File: src/shared/wcba_pkg.sv
// constants and carriers for the word count / bus address counter slice
// assumes every control pin arrives asynchronously to clk_sys
// Summary of operation
// - two independent 8-bit up-counters: count, address
// - carry outputs let two slices cascade
// - clear zeroes both counters together
// - load needs load strobe plus counter select
// - each counter steps only on its clock
// - count counter always steps by one
// - address steps one or two by select
// - bus driven only on read plus select
// - overflow raises carry to clock next slice
package wcba_pkg;
  localparam int          WCBA_W          = 8;
  localparam logic [7:0]  WCBA_ZERO       = 8'h00;
  localparam logic [7:0]  WCBA_STEP_BYTE  = 8'h01;
  localparam logic [7:0]  WCBA_STEP_WORD  = 8'h02;
  localparam logic [8:0]  WCBA_SUM_ONE    = 9'h001;
  localparam logic [8:0]  WCBA_SUM_TWO    = 9'h002;

  typedef struct packed {
    logic       clear;
    logic       load_strobe;
    logic       read_strobe;
    logic       sel_count;
    logic       sel_addr;
    logic       address_step_size_select;
    logic       count_clk;
    logic       addr_clk;
    logic [7:0] bus_in;
  } wcba_pins_s;

  localparam int          WCBA_PINS_W     = $bits(wcba_pins_s);
endpackage

File: src/rtl/wcba_counters.sv
// word count / bus address counter slice with shared three-state bus
// assumes all strobes, counter clocks and bus data come from pins
`timescale 1ns/1ps
module wcba_counters
  import wcba_pkg::*;
(
  // clock and reset
  input  wire logic       clk_sys,
  input  wire logic       reset_n,
  // control strobes
  input  wire logic       clear,
  input  wire logic       load_strobe,
  input  wire logic       read_strobe,
  input  wire logic       sel_count,
  input  wire logic       sel_addr,
  input  wire logic       address_step_size_select,
  // counter clocks
  input  wire logic       count_clk,
  input  wire logic       addr_clk,
  // three-state bus
  input  wire logic [7:0] bus_in,
  output logic [7:0]      bus_out,
  output logic            bus_oe,
  // cascade carries
  output logic            count_reached_zero,
  output logic            addr_carry
);
  wcba_pins_s  raw;
  wcba_pins_s  pin;
  logic [WCBA_PINS_W-1:0] pin_q;

  logic [7:0]  transfer_count;
  logic [7:0]  addr;
  logic        count_clk_d;
  logic        addr_clk_d;

  assign raw = '{clear: clear, load_strobe: load_strobe, read_strobe: read_strobe,
                 sel_count: sel_count, sel_addr: sel_addr,
                 address_step_size_select: address_step_size_select,
                 count_clk: count_clk, addr_clk: addr_clk, bus_in: bus_in};

  wcba_sync #(.W(WCBA_PINS_W)) u_sync (
    .clk     (clk_sys),
    .reset_n (reset_n),
    .d       (raw),
    .q       (pin_q)
  );
  assign pin = wcba_pins_s'(pin_q);

  // rising edge of a filtered level against its copy from the last cycle
  function automatic logic rise(input logic now_lvl, input logic was_lvl);
    return now_lvl & ~was_lvl;
  endfunction

  // clear over load over increment, shared by both counters
  function automatic logic [7:0] pick_value(
    input logic       zap,
    input logic       take,
    input logic       inc,
    input logic [7:0] bus_v,
    input logic [7:0] sum,
    input logic [7:0] keep
  );
    logic [7:0] v;
    v = keep;
    if (zap) begin
      v = WCBA_ZERO;
    end else if (take) begin
      v = bus_v;
    end else if (inc) begin
      v = sum;
    end
    return v;
  endfunction

  // carry clears on clear or load, follows a step, otherwise stands
  function automatic logic pick_carry(
    input logic zap,
    input logic take,
    input logic inc,
    input logic wrap,
    input logic keep
  );
    logic c;
    c = keep;
    if (zap | take) begin
      c = 1'b0;
    end else if (inc) begin
      c = wrap;
    end
    return c;
  endfunction

  // decode
  wire       count_edge = rise(pin.count_clk, count_clk_d);
  wire       addr_edge  = rise(pin.addr_clk, addr_clk_d);
  wire       count_load = pin.load_strobe & pin.sel_count;
  wire       addr_load  = pin.load_strobe & pin.sel_addr;
  wire       count_rd   = pin.read_strobe & pin.sel_count;
  wire       addr_rd    = pin.read_strobe & pin.sel_addr;
  wire [8:0] count_sum  = {1'b0, transfer_count} + WCBA_SUM_ONE;
  wire [8:0] addr_sum   = {1'b0, addr}
                          + (pin.address_step_size_select ? WCBA_SUM_TWO : WCBA_SUM_ONE);

  wire       addr_change = addr_edge | addr_load | pin.clear;

  // clear over load over increment
  wire [7:0] next_count = pick_value(pin.clear, count_load, count_edge,
                                     pin.bus_in, count_sum[7:0], transfer_count);
  wire [7:0] next_addr  = pick_value(pin.clear, addr_load, addr_edge,
                                     pin.bus_in, addr_sum[7:0], addr);
  // carry rises on wrap and stands until the counter next changes
  wire       next_count_carry = pick_carry(pin.clear, count_load, count_edge,
                                           count_sum[8], count_reached_zero);
  wire       next_addr_carry  = pick_carry(pin.clear, addr_load, addr_edge,
                                           addr_sum[8], addr_carry);
  wire       next_oe  = count_rd | addr_rd;
  wire [7:0] next_out = count_rd ? transfer_count : addr_rd ? addr : bus_out;

  // counters and their carries
  always_ff @(posedge clk_sys or negedge reset_n) begin
    if (!reset_n) begin
      transfer_count     <= WCBA_ZERO;
      addr               <= WCBA_ZERO;
      count_reached_zero <= 1'b0;
      addr_carry         <= 1'b0;
    end else begin
      transfer_count     <= next_count;
      addr               <= next_addr;
      count_reached_zero <= next_count_carry;
      addr_carry         <= next_addr_carry;
    end
  end

  // clock-level history for edge detection, and the bus drivers
  always_ff @(posedge clk_sys or negedge reset_n) begin
    if (!reset_n) begin
      count_clk_d <= 1'b0;
      addr_clk_d  <= 1'b0;
      bus_oe      <= 1'b0;
      bus_out     <= WCBA_ZERO;
    end else begin
      count_clk_d <= pin.count_clk;
      addr_clk_d  <= pin.addr_clk;
      bus_oe      <= next_oe;
      bus_out     <= next_out;
    end
  end
endmodule

File: src/rtl/wcba_sync.sv
// three-stage pin synchroniser with agreement filter
// assumes inputs are asynchronous to clk
`timescale 1ns/1ps
module wcba_sync #(
  parameter int W = 1
) (
  // clock and reset
  input  wire logic         clk,
  input  wire logic         reset_n,
  // raw and filtered levels
  input  wire logic [W-1:0] d,
  output logic [W-1:0]      q
);
  logic [W-1:0] s1;
  logic [W-1:0] s2;
  logic [W-1:0] s3;
  logic [W-1:0] agree;
  logic [W-1:0] next_q;

  // a bit changes only once stages two and three agree
  assign agree  = ~(s2 ^ s3);
  assign next_q = (agree & s3) | (~agree & q);

  always_ff @(posedge clk or negedge reset_n) begin
    if (!reset_n) begin
      s1 <= '0;
      s2 <= '0;
      s3 <= '0;
      q  <= '0;
    end else begin
      s1 <= d;
      s2 <= s1;
      s3 <= s2;
      q  <= next_q;
    end
  end
endmodule

File: config.mk
export PLATFORM = sky130hd
export DESIGN_NAME = wcba_counters
export DESIGN_NICKNAME = d
export VERILOG_FILES = /design/src/shared/wcba_pkg.sv /design/src/rtl/wcba_counters.sv /design/src/rtl/wcba_sync.sv
export SDC_FILE = /design/constraint.sdc
export NUM_CORES = 1
export LEC_CHECK = 0
export ABC_AREA = 1
export BUFFER_PORTS_ARGS = -buffer_cell sky130_fd_sc_hd__buf_2
export CORE_MARGIN = 2
export CORE_UTILIZATION = 25
export CTS_CLUSTER_DIAMETER = 200
export DETAILED_ROUTE_END_ITERATION = 7
export PLACE_DENSITY = 0.44
export SLEW_MARGIN = 20
export SYNTH_ARGS = -nofsm -noshare
export SYNTH_HDL_FRONTEND = slang
export SYNTH_SLANG_ARGS = --single-unit
File: constraint.sdc
create_clock -name clk_sys -period 1.82 [get_ports clk_sys]
set_input_delay 0.182 -clock clk_sys [delete_from_list [all_inputs] [get_ports clk_sys]]
set_output_delay 0.182 -clock clk_sys [all_outputs]
set_load 0.05 [all_outputs]
; Word-level counts from Yosys, hierarchy flattened
; Index checks and enable logic that the tools add are counted.
[totals]
regBits = 93
latchBits = 0
mem_bits_rw = 0
romBits = 0
output_inout_bits = 11
memories = 0
[op_classes]
n_addsub = 2
n_mul = 0
div = 0
n_lt_le_gt_ge = 0
n_eq_ne = 0
n_shift = 0
mux = 13
bitwise = 17
reduce_logical = 5
[op_table]
columns = operator, n
row1 = 2-to-1 mux 8 bit, 8
row2 = AND 16 bit, 2
row3 = inverter 16 bit, 2
row4 = OR 16 bit, 1
row5 = bitwise XOR 16 bit, 1
row6 = "adder 8 x 1 -> 9 bit, second input constant", 1
row7 = adder 8 x 2 -> 9 bit, 1
row8 = AND 1 bit, 6
row9 = nonzero test 2 bit, 3
row10 = nonzero test 3 bit, 2
row11 = 2-to-1 mux 1 bit, 4
row12 = OR 1 bit, 3
row13 = 2-to-1 mux 2 bit, 1
row14 = inverter 1 bit, 2

; Longest topological paths before layout
; Gate-level depths: netlist (run 1).
[depth]
depth_word = 5
ltp_mapped = 11
ltp_nobuf = 11

; By module
; From an unflattened synthesis (run 1), not the netlist that was laid out.
[unflattened]
cells_unflattened = 367
area_unflattened_um2 = 3618.5
[modules_own_cells]
columns = mod, instances, cells_per_inst, area_each_um2, seq_area_each_um2
row1 = wcba_sync, 1, 128, 1861.8, 1601.5
row2 = wcba_counters, 1, 239, 1756.7, 725.7

; Least setup slack after synthesis (run 1)
; OpenSTA, ideal clock, no wires.
[synth_timing]
path_type = reg2reg
start = register (tool-made name)
end = register addr[6]
setup_time_ps = 116
arrival_time_ps = 1455
required_time_ps = 1704
slack_ps = 249
stages_incl_launch_ff = 12
cell_sequence = dfrtp_1 inv_1 ha_1 fa_1 nand2_1 nor2_1 nand2_1 nand2_1 nand2_1 nand2_1 nand2_1 nand2_1
[synth_rtl]
columns = element, line
row1 = to (signal assigned), wcba_counters.sv:129  ; addr <= next_addr;
row2 = to (decl), wcba_counters.sv:33  ; logic [7:0] addr;

; Worst setup path in the final report (run 1)
[layout_timing]
start = register addr[0]
end = register addr[6]
[layout_via]
elab_chain_cells = 4
[layout_lines]
columns = element, line
row1 = adder 8 x 2 -> 9 bit, wcba_counters.sv:103  ; + (pin.address_step_size_select ? WCBA_SUM_TWO : WCBA_SUM_ONE);
row2 = 2-to-1 mux 8 bit, wcba_counters.sv:70  ; end else if (inc) begin
row3 = 2-to-1 mux 8 bit, wcba_counters.sv:68  ; end else if (take) begin
row4 = 2-to-1 mux 8 bit, wcba_counters.sv:66  ; if (zap) begin
; No other way between the ends. The select of a mux whose other input is x is not followed.
; A chain may end at the register's enable or synchronous reset.

==> out/metrics.yaml, run 1 <==
floorplanning:
  die-area_sq_um: 14700
  die_y_microns: 121.2
  coreArea_sq_um: 13350
  ios: 29
  initial_core_util_pct: 25.74
  std_cell_rows: 42
  fp.dieW_microns: 121.2
place:
  hpwl_microns: 4509
  gp_congestion: 0.8207
  dp.cells: 523
  port_buffers: 28
  post-place-ws_ns: 0.1727
critical_path:
  path_class: "flop to flop"
  r2r-end: "addr[6]"
  arrival_ns: 1.90
  endpoint_kind: "flop"
  crit_path_max_fanout: 4
  r2r_start: "addr[0]"
  startpoint_type: "flop"
  cp.required_ns: 2.06
  reg2reg_setup_slack_ns: 0.16
  rr_worst_depth: 10
clock_network:
  cts_buffer_depth: 2
  insertion_delay_ns: 0.35
  clk_pin_slew_ns: 0.06
  root_buffer: "clkbuf_16"
  ctsResizeCount: 0
  numCtsBuffers: 9
  cts_setup_buffers: 0
  htreeDepth: 3
  clock_sinks: 93
  cts_tree: "built"
synthesis:
  synth_area_leaders: "dfrtp_1, nand2_1, maj3_1, o21ai_0, inv_1"
  syn_nets: 339
  syn-cell-area_sq_um: 3436
  seq_area_frac_synth_pct: 67.73
  synth.avg_cell_area_sq_um: 10.84
  synth-seq-cells: 93
  yosysWarningCount: 0
  netlist_instances: 317
  synth_top_area_share_pct: 67.73
  synth_top_area_cell: "dfrtp_1"
  synthDistinctLibCells: 17
timing:
  drv_slew: 0
  slew_headroom_pct: 67.74
  rsz0062_at_grt: "no"
  worst_pin_slew_ns: 0.4827
  fin_crit_ns: 1.661
  fin_tns_setup_ns: 0
  hold_viol: 0
  fmax_mhz: 602.1
  skew_ns: 0.006619
  worst_slack_ns: 0.1592
  period_share_pct: 91.25
  setup_viol: 0
grt:
  gr-total-overflow: 0
  grt_pass1_wl_microns: 11380
  antenna_found_initial: 0
  grt_max_degree: 41
  track_usage_pct: 10.29
  grt_pass1_vias: 2332
layout:
  drive_gt1_share_pct: 15.83
  final_nets: 397
  num_antenna_cells: 0
  final_common_cell: "dfrtp_1"
  syn2layout_area_growth_pct: 26.33
  finish.utilization_pct: 32.52
  mostFrequentLayoutCells: "dfrtp_1, nand2_1, buf_2"
  stdcell_count: 555
routing:
  drc: 0
  wl_per_cell_microns: 11.68
  drtIter0Drc: 77
  avgViaCountPerCell: 4.077
  drt-total-wl_microns: 6481
  vias: 2263
  ant_nets: 0
  drt_pass1_iterations: 4
power:
  power_mw: 5.212
  vdd_drop_max_mv: 0.4808
  leakage_nw: 2.038
  p_per_area_nw_per_um2: 1201
run_status:
  status: "finished clean"
worst_hold_path:
  hold_path_class: "primary input to async pin"
flow_run:
  maxCapViolCount: 0
==> worst max path at each step <==
stage | end | from | cells after the start
2_1_floorplan | addr[6] | flop | 11
3_3_place_gp | addr[6] | addr[0] | 10
3_5_place_dp | addr[6] | addr[0] | 10
4_1_cts | addr[6] | addr[0] | 10
5_1_grt | addr[6] | addr[0] | 10
6_report | addr[6] | addr[0] | 10
==> Yosys cell counts, drive strengths merged <==
library cell	instances
nand4	2
nand2	88
maj3	16
inv	31
o221ai	4
ha	3
o22ai	2
nor2	29
buf	3
fa	1
o21ai	29
dfrtp	93
nand3	16
==> critical path, cell delays in order, from the launching register on <==
cell and delay (ns):
dfrtp_1 0.41, ha_1 0.23, fa_1 0.40, nand2_1 0.15
nor2_1 0.08, nand2_1 0.06, nand2_1 0.05, nand2_1 0.05
nand2_1 0.04, nand2_1 0.06, nand2_1 0.04
==> cell families (layout without fill, tap and decap cells) <==
| logic type | after synthesis | count (layout) | share of synthesized area (%) |
|---|---|---|---|
| simple gates | 135 | 135 | 16.50 |
| flops | 93 | 93 | 67.73 |
| compound gates | 35 | 35 | 5.608 |
| buf+inv | 34 | 96 | 3.824 |
| fa+ha+maj | 20 | 20 | 6.337 |
==> per-stage QoR <==
| stage | hold WS (ns) | area [sq um] |
|---|---|---|
| 5_1_grt | 0.2696 | 4340 |
| 4_1_cts | 0.2533 | 4340 |
| 3_5_place_dp | 0.09095 | 3834 |
| 6_report | 0.2516 | 4340 |
| 3_3_place_gp | 0.09248 | 3834 |
| 2_1_floorplan | -0.1136 | 3436 |
==> cell type report <==
cell class	count	area, sq um
flip-flops and latches	93	2327
clock buffers	9	225.2
well taps	176	220.2
multi-input cells	190	977.2
repair buffers	50	362.8
clock inverters	6	111.4
fillers	1387	9007
inverters	31	116.4
==> repair_timing <==
action,in CTS,in global routing
endpoints found under the hold margin,32,0
setup endpoints to repair,0,0
hold buffers,17,0
==> where the power goes <==
group | internal (mW) | switching, mW
combinational | 0.231 | 0.476
clock | 1.34 | 0.778
sequential | 2.26 | 0.136
==> layer usage <==
layer | wire length (microns) | track usage (%) | vias up
met2 | 2777 | 14.29 | 38
li1 | - | - | 1139
met1 | 3230 | 13.84 | 1073
met4 | 189 | 6.897 | 0
met5 | 0 | 0 | -
met3 | 283 | 2.961 | 13
Note: power is estimated with default switching activity, not from simulation.
==> run 2: changes to the inputs <==
--- a/config.mk
+++ b/config.mk
@@ -6,13 +6,15 @@
 export NUM_CORES = 1
 export LEC_CHECK = 0
 export ABC_AREA = 1
+export ABC_CLOCK_PERIOD_IN_PS = 1820
 export BUFFER_PORTS_ARGS = -buffer_cell sky130_fd_sc_hd__buf_2
 export CORE_MARGIN = 2
-export CORE_UTILIZATION = 25
+export CORE_UTILIZATION = 45
 export CTS_CLUSTER_DIAMETER = 200
 export DETAILED_ROUTE_END_ITERATION = 7
-export PLACE_DENSITY = 0.44
+export PLACE_DENSITY = 0.67
 export SLEW_MARGIN = 20
 export SYNTH_ARGS = -nofsm -noshare
 export SYNTH_HDL_FRONTEND = slang
+export SYNTH_HIERARCHICAL = 1
 export SYNTH_SLANG_ARGS = --single-unit
==> out/metrics.yaml, run 2 <==
run_status:
  status: "finished clean"
timing:
  slew_headroom_pct: 67.81
  fmax_mhz: 616.8
  setup_viol: 0
  worst_slack_ns: 0.1987
  fin_tns_setup_ns: 0
  skew_ns: 0.01228
  drv_slew: 0
  fin_crit_ns: 1.621
  worst_pin_slew_ns: 0.4828
  period_share_pct: 89.08
  hold_viol: 0
  rsz0062_at_grt: "no"
floorplanning:
  die-area_sq_um: 8774
  coreArea_sq_um: 7767
  fp.dieW_microns: 93.67
  initial_core_util_pct: 46.59
  ios: 29
  std_cell_rows: 32
  die_y_microns: 93.67
synthesis:
  synthTopCellsByCount: "nand2_1, dfrtp_1, inv_1"
  synth_xor_area_share_pct: 0
  netlist_instances: 367
  syn-cell-area_sq_um: 3618
  synth_compound_area_share_pct: 7.676
  syn_nets: 389
  synth_top_area_share_pct: 64.32
  synth.area.mux_share_pct: 0
  synthArstFlopShare_pct: 100.0
  synth-seq-cells: 93
  synth_top_family_by_area: "simple AND/OR/NAND/NOR gates"
  synth_top_area_cell: "dfrtp_1"
  synth_fa_ha_area_share_pct: 1.591
  synthSimpleGateAreaFrac_pct: 20.78
  yosysWarningCount: 6
  yosysMostFrequentCell: "nand2_1"
  synth_area_leaders: "dfrtp_1, nand2_1, inv_1, a21oi_1, o21ai_0"
  synth-edff-count: 0
  synthDistinctLibCells: 26
  synth.avg_cell_area_sq_um: 9.860
  ys.flop_type: "dfrtp_1"
  seq_area_frac_synth_pct: 64.32
layout:
  ff_latch_area_sq_um: 2327
  finish.utilization_pct: 55.67
  drive_gt1_share_pct: 16.63
  syn2layout_area_growth_pct: 19.50
  final_common_cell: "nand2_1"
  mostFrequentLayoutCells: "nand2_1, dfrtp_1, inv_1"
  num_antenna_cells: 0
  fill_cells: 691
  final_nets: 450
  multi_input_area_sq_um: 1087
clock_network:
  htreeDepth: 3
  cts_buffer_depth: 2
  insertion_delay_ns: 0.36
  root_buffer: "clkbuf_8"
  numCtsBuffers: 9
  ctsResizeCount: 0
  cts_tree: "built"
  clock_sinks: 93
  cts_hold_buf: 17
  cts_setup_buffers: 0
  clk_pin_slew_ns: 0.09
power:
  p_comb_share_pct: 18.9
  swShare_pct: 32.30
  leakage_nw: 2.189
  vdd_drop_max_mv: 0.6905
  pwr-share-seq_pct: 51.4
  p_per_area_nw_per_um2: 1115
  p_int_mw: 3.263
  power_mw: 4.819
  clkPwrFrac_pct: 29.7
  power_switching_mw: 1.557
critical_path:
  crit_family: "adder cells"
  crit_path_max_fanout: 2
  path_class: "flop to flop"
  cp.required_ns: 2.06
  arrival_ns: 1.86
  path_cells: "inv_1, ha_1, fa_1, or2_2, a21oi_1, o22ai_1"
  cp_slowest_cell: "fa_1"
  max_stage_delay_ns: 0.38
  startpoint_type: "flop"
  endpoint_kind: "flop"
  crit_buf_inv: 1
routing:
  drt_pass1_iterations: 4
  ant_nets: 0
  drtIter0Drc: 120
  drc: 0
  avgViaCountPerCell: 4.654
  wl_per_cell_microns: 11.50
  drt-total-wl_microns: 6155
  vias: 2490
grt:
  grt_pass1_wl_microns: 10870
  antenna_found_initial: 0
  gr-total-overflow: 0
  grt_max_degree: 38
  track_usage_pct: 16.15
  grt_pass1_vias: 2426
flow_run:
  maxCapViolCount: 0
worst_hold_path:
  hold_path_class: "primary input to async pin"
place:
  post-place-ws_ns: 0.1955
  port_buffers: 28
  gp_congestion: 0.8742
  hpwl_microns: 4329
run 2: cell types whose count changed after synthesis, sizes merged, moves of 2 or more:
cell	previous run	this run
maj3	16	0
nor2	29	33
nand3	16	18
a21oi	0	19
nand2	88	116
o21ai	29	26
inv	31	48
run 2: power by group through the flow:
stage	Clock (mW)	Combinational, mW	Sequential, mW
3_5_place_dp	0	0.884	2.52
2_1_floorplan	0	0.456	2.66
6_report	1.43	0.912	2.48
3_3_place_gp	0	0.870	2.51
5_1_grt	1.58	1.02	2.52
4_1_cts	1.47	0.917	2.48
run 2: final timing paths:
kind,start,to,slack (ns),depth (start not counted)
worst max-delay path,flop,addr[2],0.20,6
worst min-delay path,reset_n,addr[2],0.33,2
worst max register to register,flop,addr[2],0.20,6
worst min register to register,u_sync/s1[1],u_sync/s2[1],0.35,0
max in group asynchronous,reset_n,u_sync/s3[0],0.94,3
min in group clk_sys,u_sync/s1[1],u_sync/s2[1],0.35,0
run 2: final cells by class:
| cell class | instances | share of cell area (%) |
|---|---|---|
| Tap cell | 102 | 2.951 |
| Timing Repair Buffer | 52 | 8.738 |
| Multi-Input combinational cell | 224 | 25.14 |
| Inverter | 48 | 4.340 |
| Sequential cell | 93 | 53.82 |
| Clock inverter | 7 | 2.141 |
| Clock buffer | 9 | 2.865 |
run 2: layer usage:
layer | up-vias | GRT usage (%) | wire length (microns)
met3 | 13 | 4.334 | 272
met2 | 55 | 24.40 | 2698
met5 | - | 0 | 0
met4 | 0 | 7.126 | 159
met1 | 1138 | 22.07 | 3026
li1 | 1284 | - | -
run 2: logic make-up (layout without fill, tap and decap cells):
group,Yosys count,count (layout)
adders and majority gates,4,4
buffers and inverters,50,116
AOI/OAI and AO/OA,51,51
and+or+nand+nor,169,169
DFF,93,93
run 2: per-stage QoR:
step	instances	hold slack, ns	instance area, sq um
finish	535	0.3264	4324
global route	535	0.3589	4324
CTS	535	0.3430	4324
detailed placement	502	0.1794	3938
global placement	502	0.1872	3938
floorplan	367	-0.1136	3618
==> run 3: changes to the inputs <==
--- a/config.mk
+++ b/config.mk
@@ -5,7 +5,6 @@
 export SDC_FILE = /design/constraint.sdc
 export NUM_CORES = 1
 export LEC_CHECK = 0
-export ABC_AREA = 1
 export ABC_CLOCK_PERIOD_IN_PS = 1820
 export BUFFER_PORTS_ARGS = -buffer_cell sky130_fd_sc_hd__buf_2
 export CORE_MARGIN = 2
==> out/metrics.yaml, run 3 <==
worst_hold_path:
  hold_path_class: "primary input to async pin"
floorplanning:
  coreArea_sq_um: 7176
  fp.dieW_microns: 89.65
  initial_core_util_pct: 46.00
  die_y_microns: 89.65
  die-area_sq_um: 8036
  std_cell_rows: 31
  ios: 29
routing:
  drc: 0
  ant_nets: 0
  vias: 1953
  avgViaCountPerCell: 5.034
  wl_per_cell_microns: 14.03
  drt_pass1_iterations: 4
  drtIter0Drc: 115
  drt-total-wl_microns: 5442
synthesis:
  synth_top_area_cell: "dfrtp_1"
  yosysWarningCount: 6
  syn-cell-area_sq_um: 3301
  synth-edff-count: 0
  seq_area_frac_synth_pct: 70.51
  synthArstFlopShare_pct: 100.0
  synth-seq-cells: 93
  synth_top_area_share_pct: 70.51
  yosysMostFrequentCell: "dfrtp_1"
  syn_nets: 252
  synth.avg_cell_area_sq_um: 14.35
  synthDistinctLibCells: 35
  synth_area_leaders: "dfrtp_1, maj3_2, a211oi_1, o22ai_1, nor2_1"
  synthTopCellsByCount: "dfrtp_1, maj3_2, nor2_1"
  netlist_instances: 230
  ys.flop_type: "dfrtp_1"
timing:
  worst_pin_slew_ns: 0.6754
  fin_crit_ns: 1.686
  hold_viol: 0
  fin_tns_setup_ns: 0
  skew_ns: 0.01012
  drv_slew: 0
  holdWs_ns: 0.3268
  setup_viol: 0
  slew_headroom_pct: 54.98
  fmax_mhz: 593.0
  period_share_pct: 92.66
layout:
  syn2layout_area_growth_pct: 19.79
  drive_gt1_share_pct: 23.88
  num_antenna_cells: 0
  final_nets: 306
  mostFrequentLayoutCells: "dfrtp_1, buf_2, dlygate4sd3_1"
  final_common_cell: "dfrtp_1"
  stdcell_count: 388
power:
  p_int_mw: 3.156
  swShare_pct: 29.20
  clkPwrFrac_pct: 29.5
  leakage_nw: 1.715
  power_switching_mw: 1.302
  p_per_area_nw_per_um2: 1128
  p_comb_share_pct: 15.2
  vdd_drop_max_mv: 0.4234
  pwr-share-seq_pct: 55.2
critical_path:
  cp.required_ns: 2.08
  path_class: "flop to flop"
  startpoint_type: "flop"
  arrival_ns: 1.94
  endpoint_kind: "flop"
  crit_path_max_fanout: 3
clock_network:
  cts_tree: "built"
  insertion_delay_ns: 0.35
  root_buffer: "clkbuf_8"
  cts_buffer_depth: 2
  numCtsBuffers: 9
  clk_pin_slew_ns: 0.08
  clock_sinks: 93
  htreeDepth: 3
grt:
  antenna_found_initial: 0
  grt_pass1_wl_microns: 9204
  track_usage_pct: 15.48
  grt_max_degree: 41
  grt_pass1_vias: 1954
  gr-total-overflow: 0
run_status:
  status: "finished clean"
place:
  port_buffers: 28
  dp.cells: 354
  gp_congestion: 0.9175
  hpwl_microns: 3607
flow_run:
  maxCapViolCount: 0
run 3: cell families (layout without fill, tap and decap cells):
family	after synthesis	after routing	share of synthesized area, %
adder cells (fa/ha/maj)	20	20	7.202
flip-flops	93	93	70.51
AO/OA/AOI/OAI	46	46	8.946
AND/OR/NAND/NOR	47	47	8.112
multiplexers	3	3	0.9098
XOR/XNOR	11	11	2.919
buffers and inverters	10	69	1.402
run 3: final timing paths:
| check | startpoint | to | slack (ns) | depth (start not counted) |
|---|---|---|---|---|
| max in group asynchronous | reset_n | u_sync/s1[13] | 0.89 | 3 |
| max reg2reg | flop | addr[7] | 0.13 | 6 |
| min reg2reg | u_sync/s1[13] | u_sync/s2[13] | 0.35 | 0 |
| min in group clk_sys | u_sync/s1[13] | u_sync/s2[13] | 0.35 | 0 |
| min | reset_n | u_sync/s1[8] | 0.33 | 2 |
| max | flop | addr[7] | 0.13 | 6 |
run 3: through the flow:
step                total power [mW]  util [%]  setup slack, ns  instance area (sq um)
floorplan                      2.925         -           0.2168                   3301
global placement               3.134     49.87           0.1514                   3578
detailed placement             3.151     49.87          0.06642                   3578
CTS                            4.510     54.91          0.03708                   3940
global route                   4.687     55.10        -0.002536                   3954
finish                         4.458     55.10           0.1336                   3954
run 3: cell type report:
| type | count | area (sq um) |
|---|---|---|
| Clock buffer | 10 | 127.6 |
| Fill cell | 608 | 3222 |
| Multi-Input combinational cell | 127 | 933.4 |
| Clock inverter | 6 | 63.81 |
| Inverter | 2 | 7.507 |
| Tap cell | 99 | 123.9 |
| Sequential cell | 93 | 2327 |
| Timing Repair Buffer | 51 | 370.4 |
run 3: repair_timing:
action,in CTS,in global routing
hold endpoints to repair,51,0
gates resized for setup,0,1
setup buffers,0,1
hold buffers,17,0
setup endpoints to repair,0,3
run 3: power by group through the flow:
stage / Combinational (mW) / Clock [mW] / Sequential (mW)
after floorplan: 0.302 / 0 / 2.62
after global placement: 0.637 / 0 / 2.50
after detailed placement: 0.645 / 0 / 2.51
after CTS: 0.676 / 1.37 / 2.46
after global routing: 0.750 / 1.44 / 2.50
final: 0.680 / 1.32 / 2.46
run 3: worst max-delay path, cell delays in order, from the launching register on:
cell	delay [ns]
dfrtp_1	0.38
buf_4	0.15
ha_1	0.28
a21oi_1	0.31
nor4_2	0.08
xnor2_1	0.14
a211oi_1	0.24
run 3: per-layer routing:
layer  track usage (%)  wire length [microns]
met1             21.49                   2553
met4             10.31                    189
met3             3.291                    201
met2             21.93                   2497
met5                 0                      0
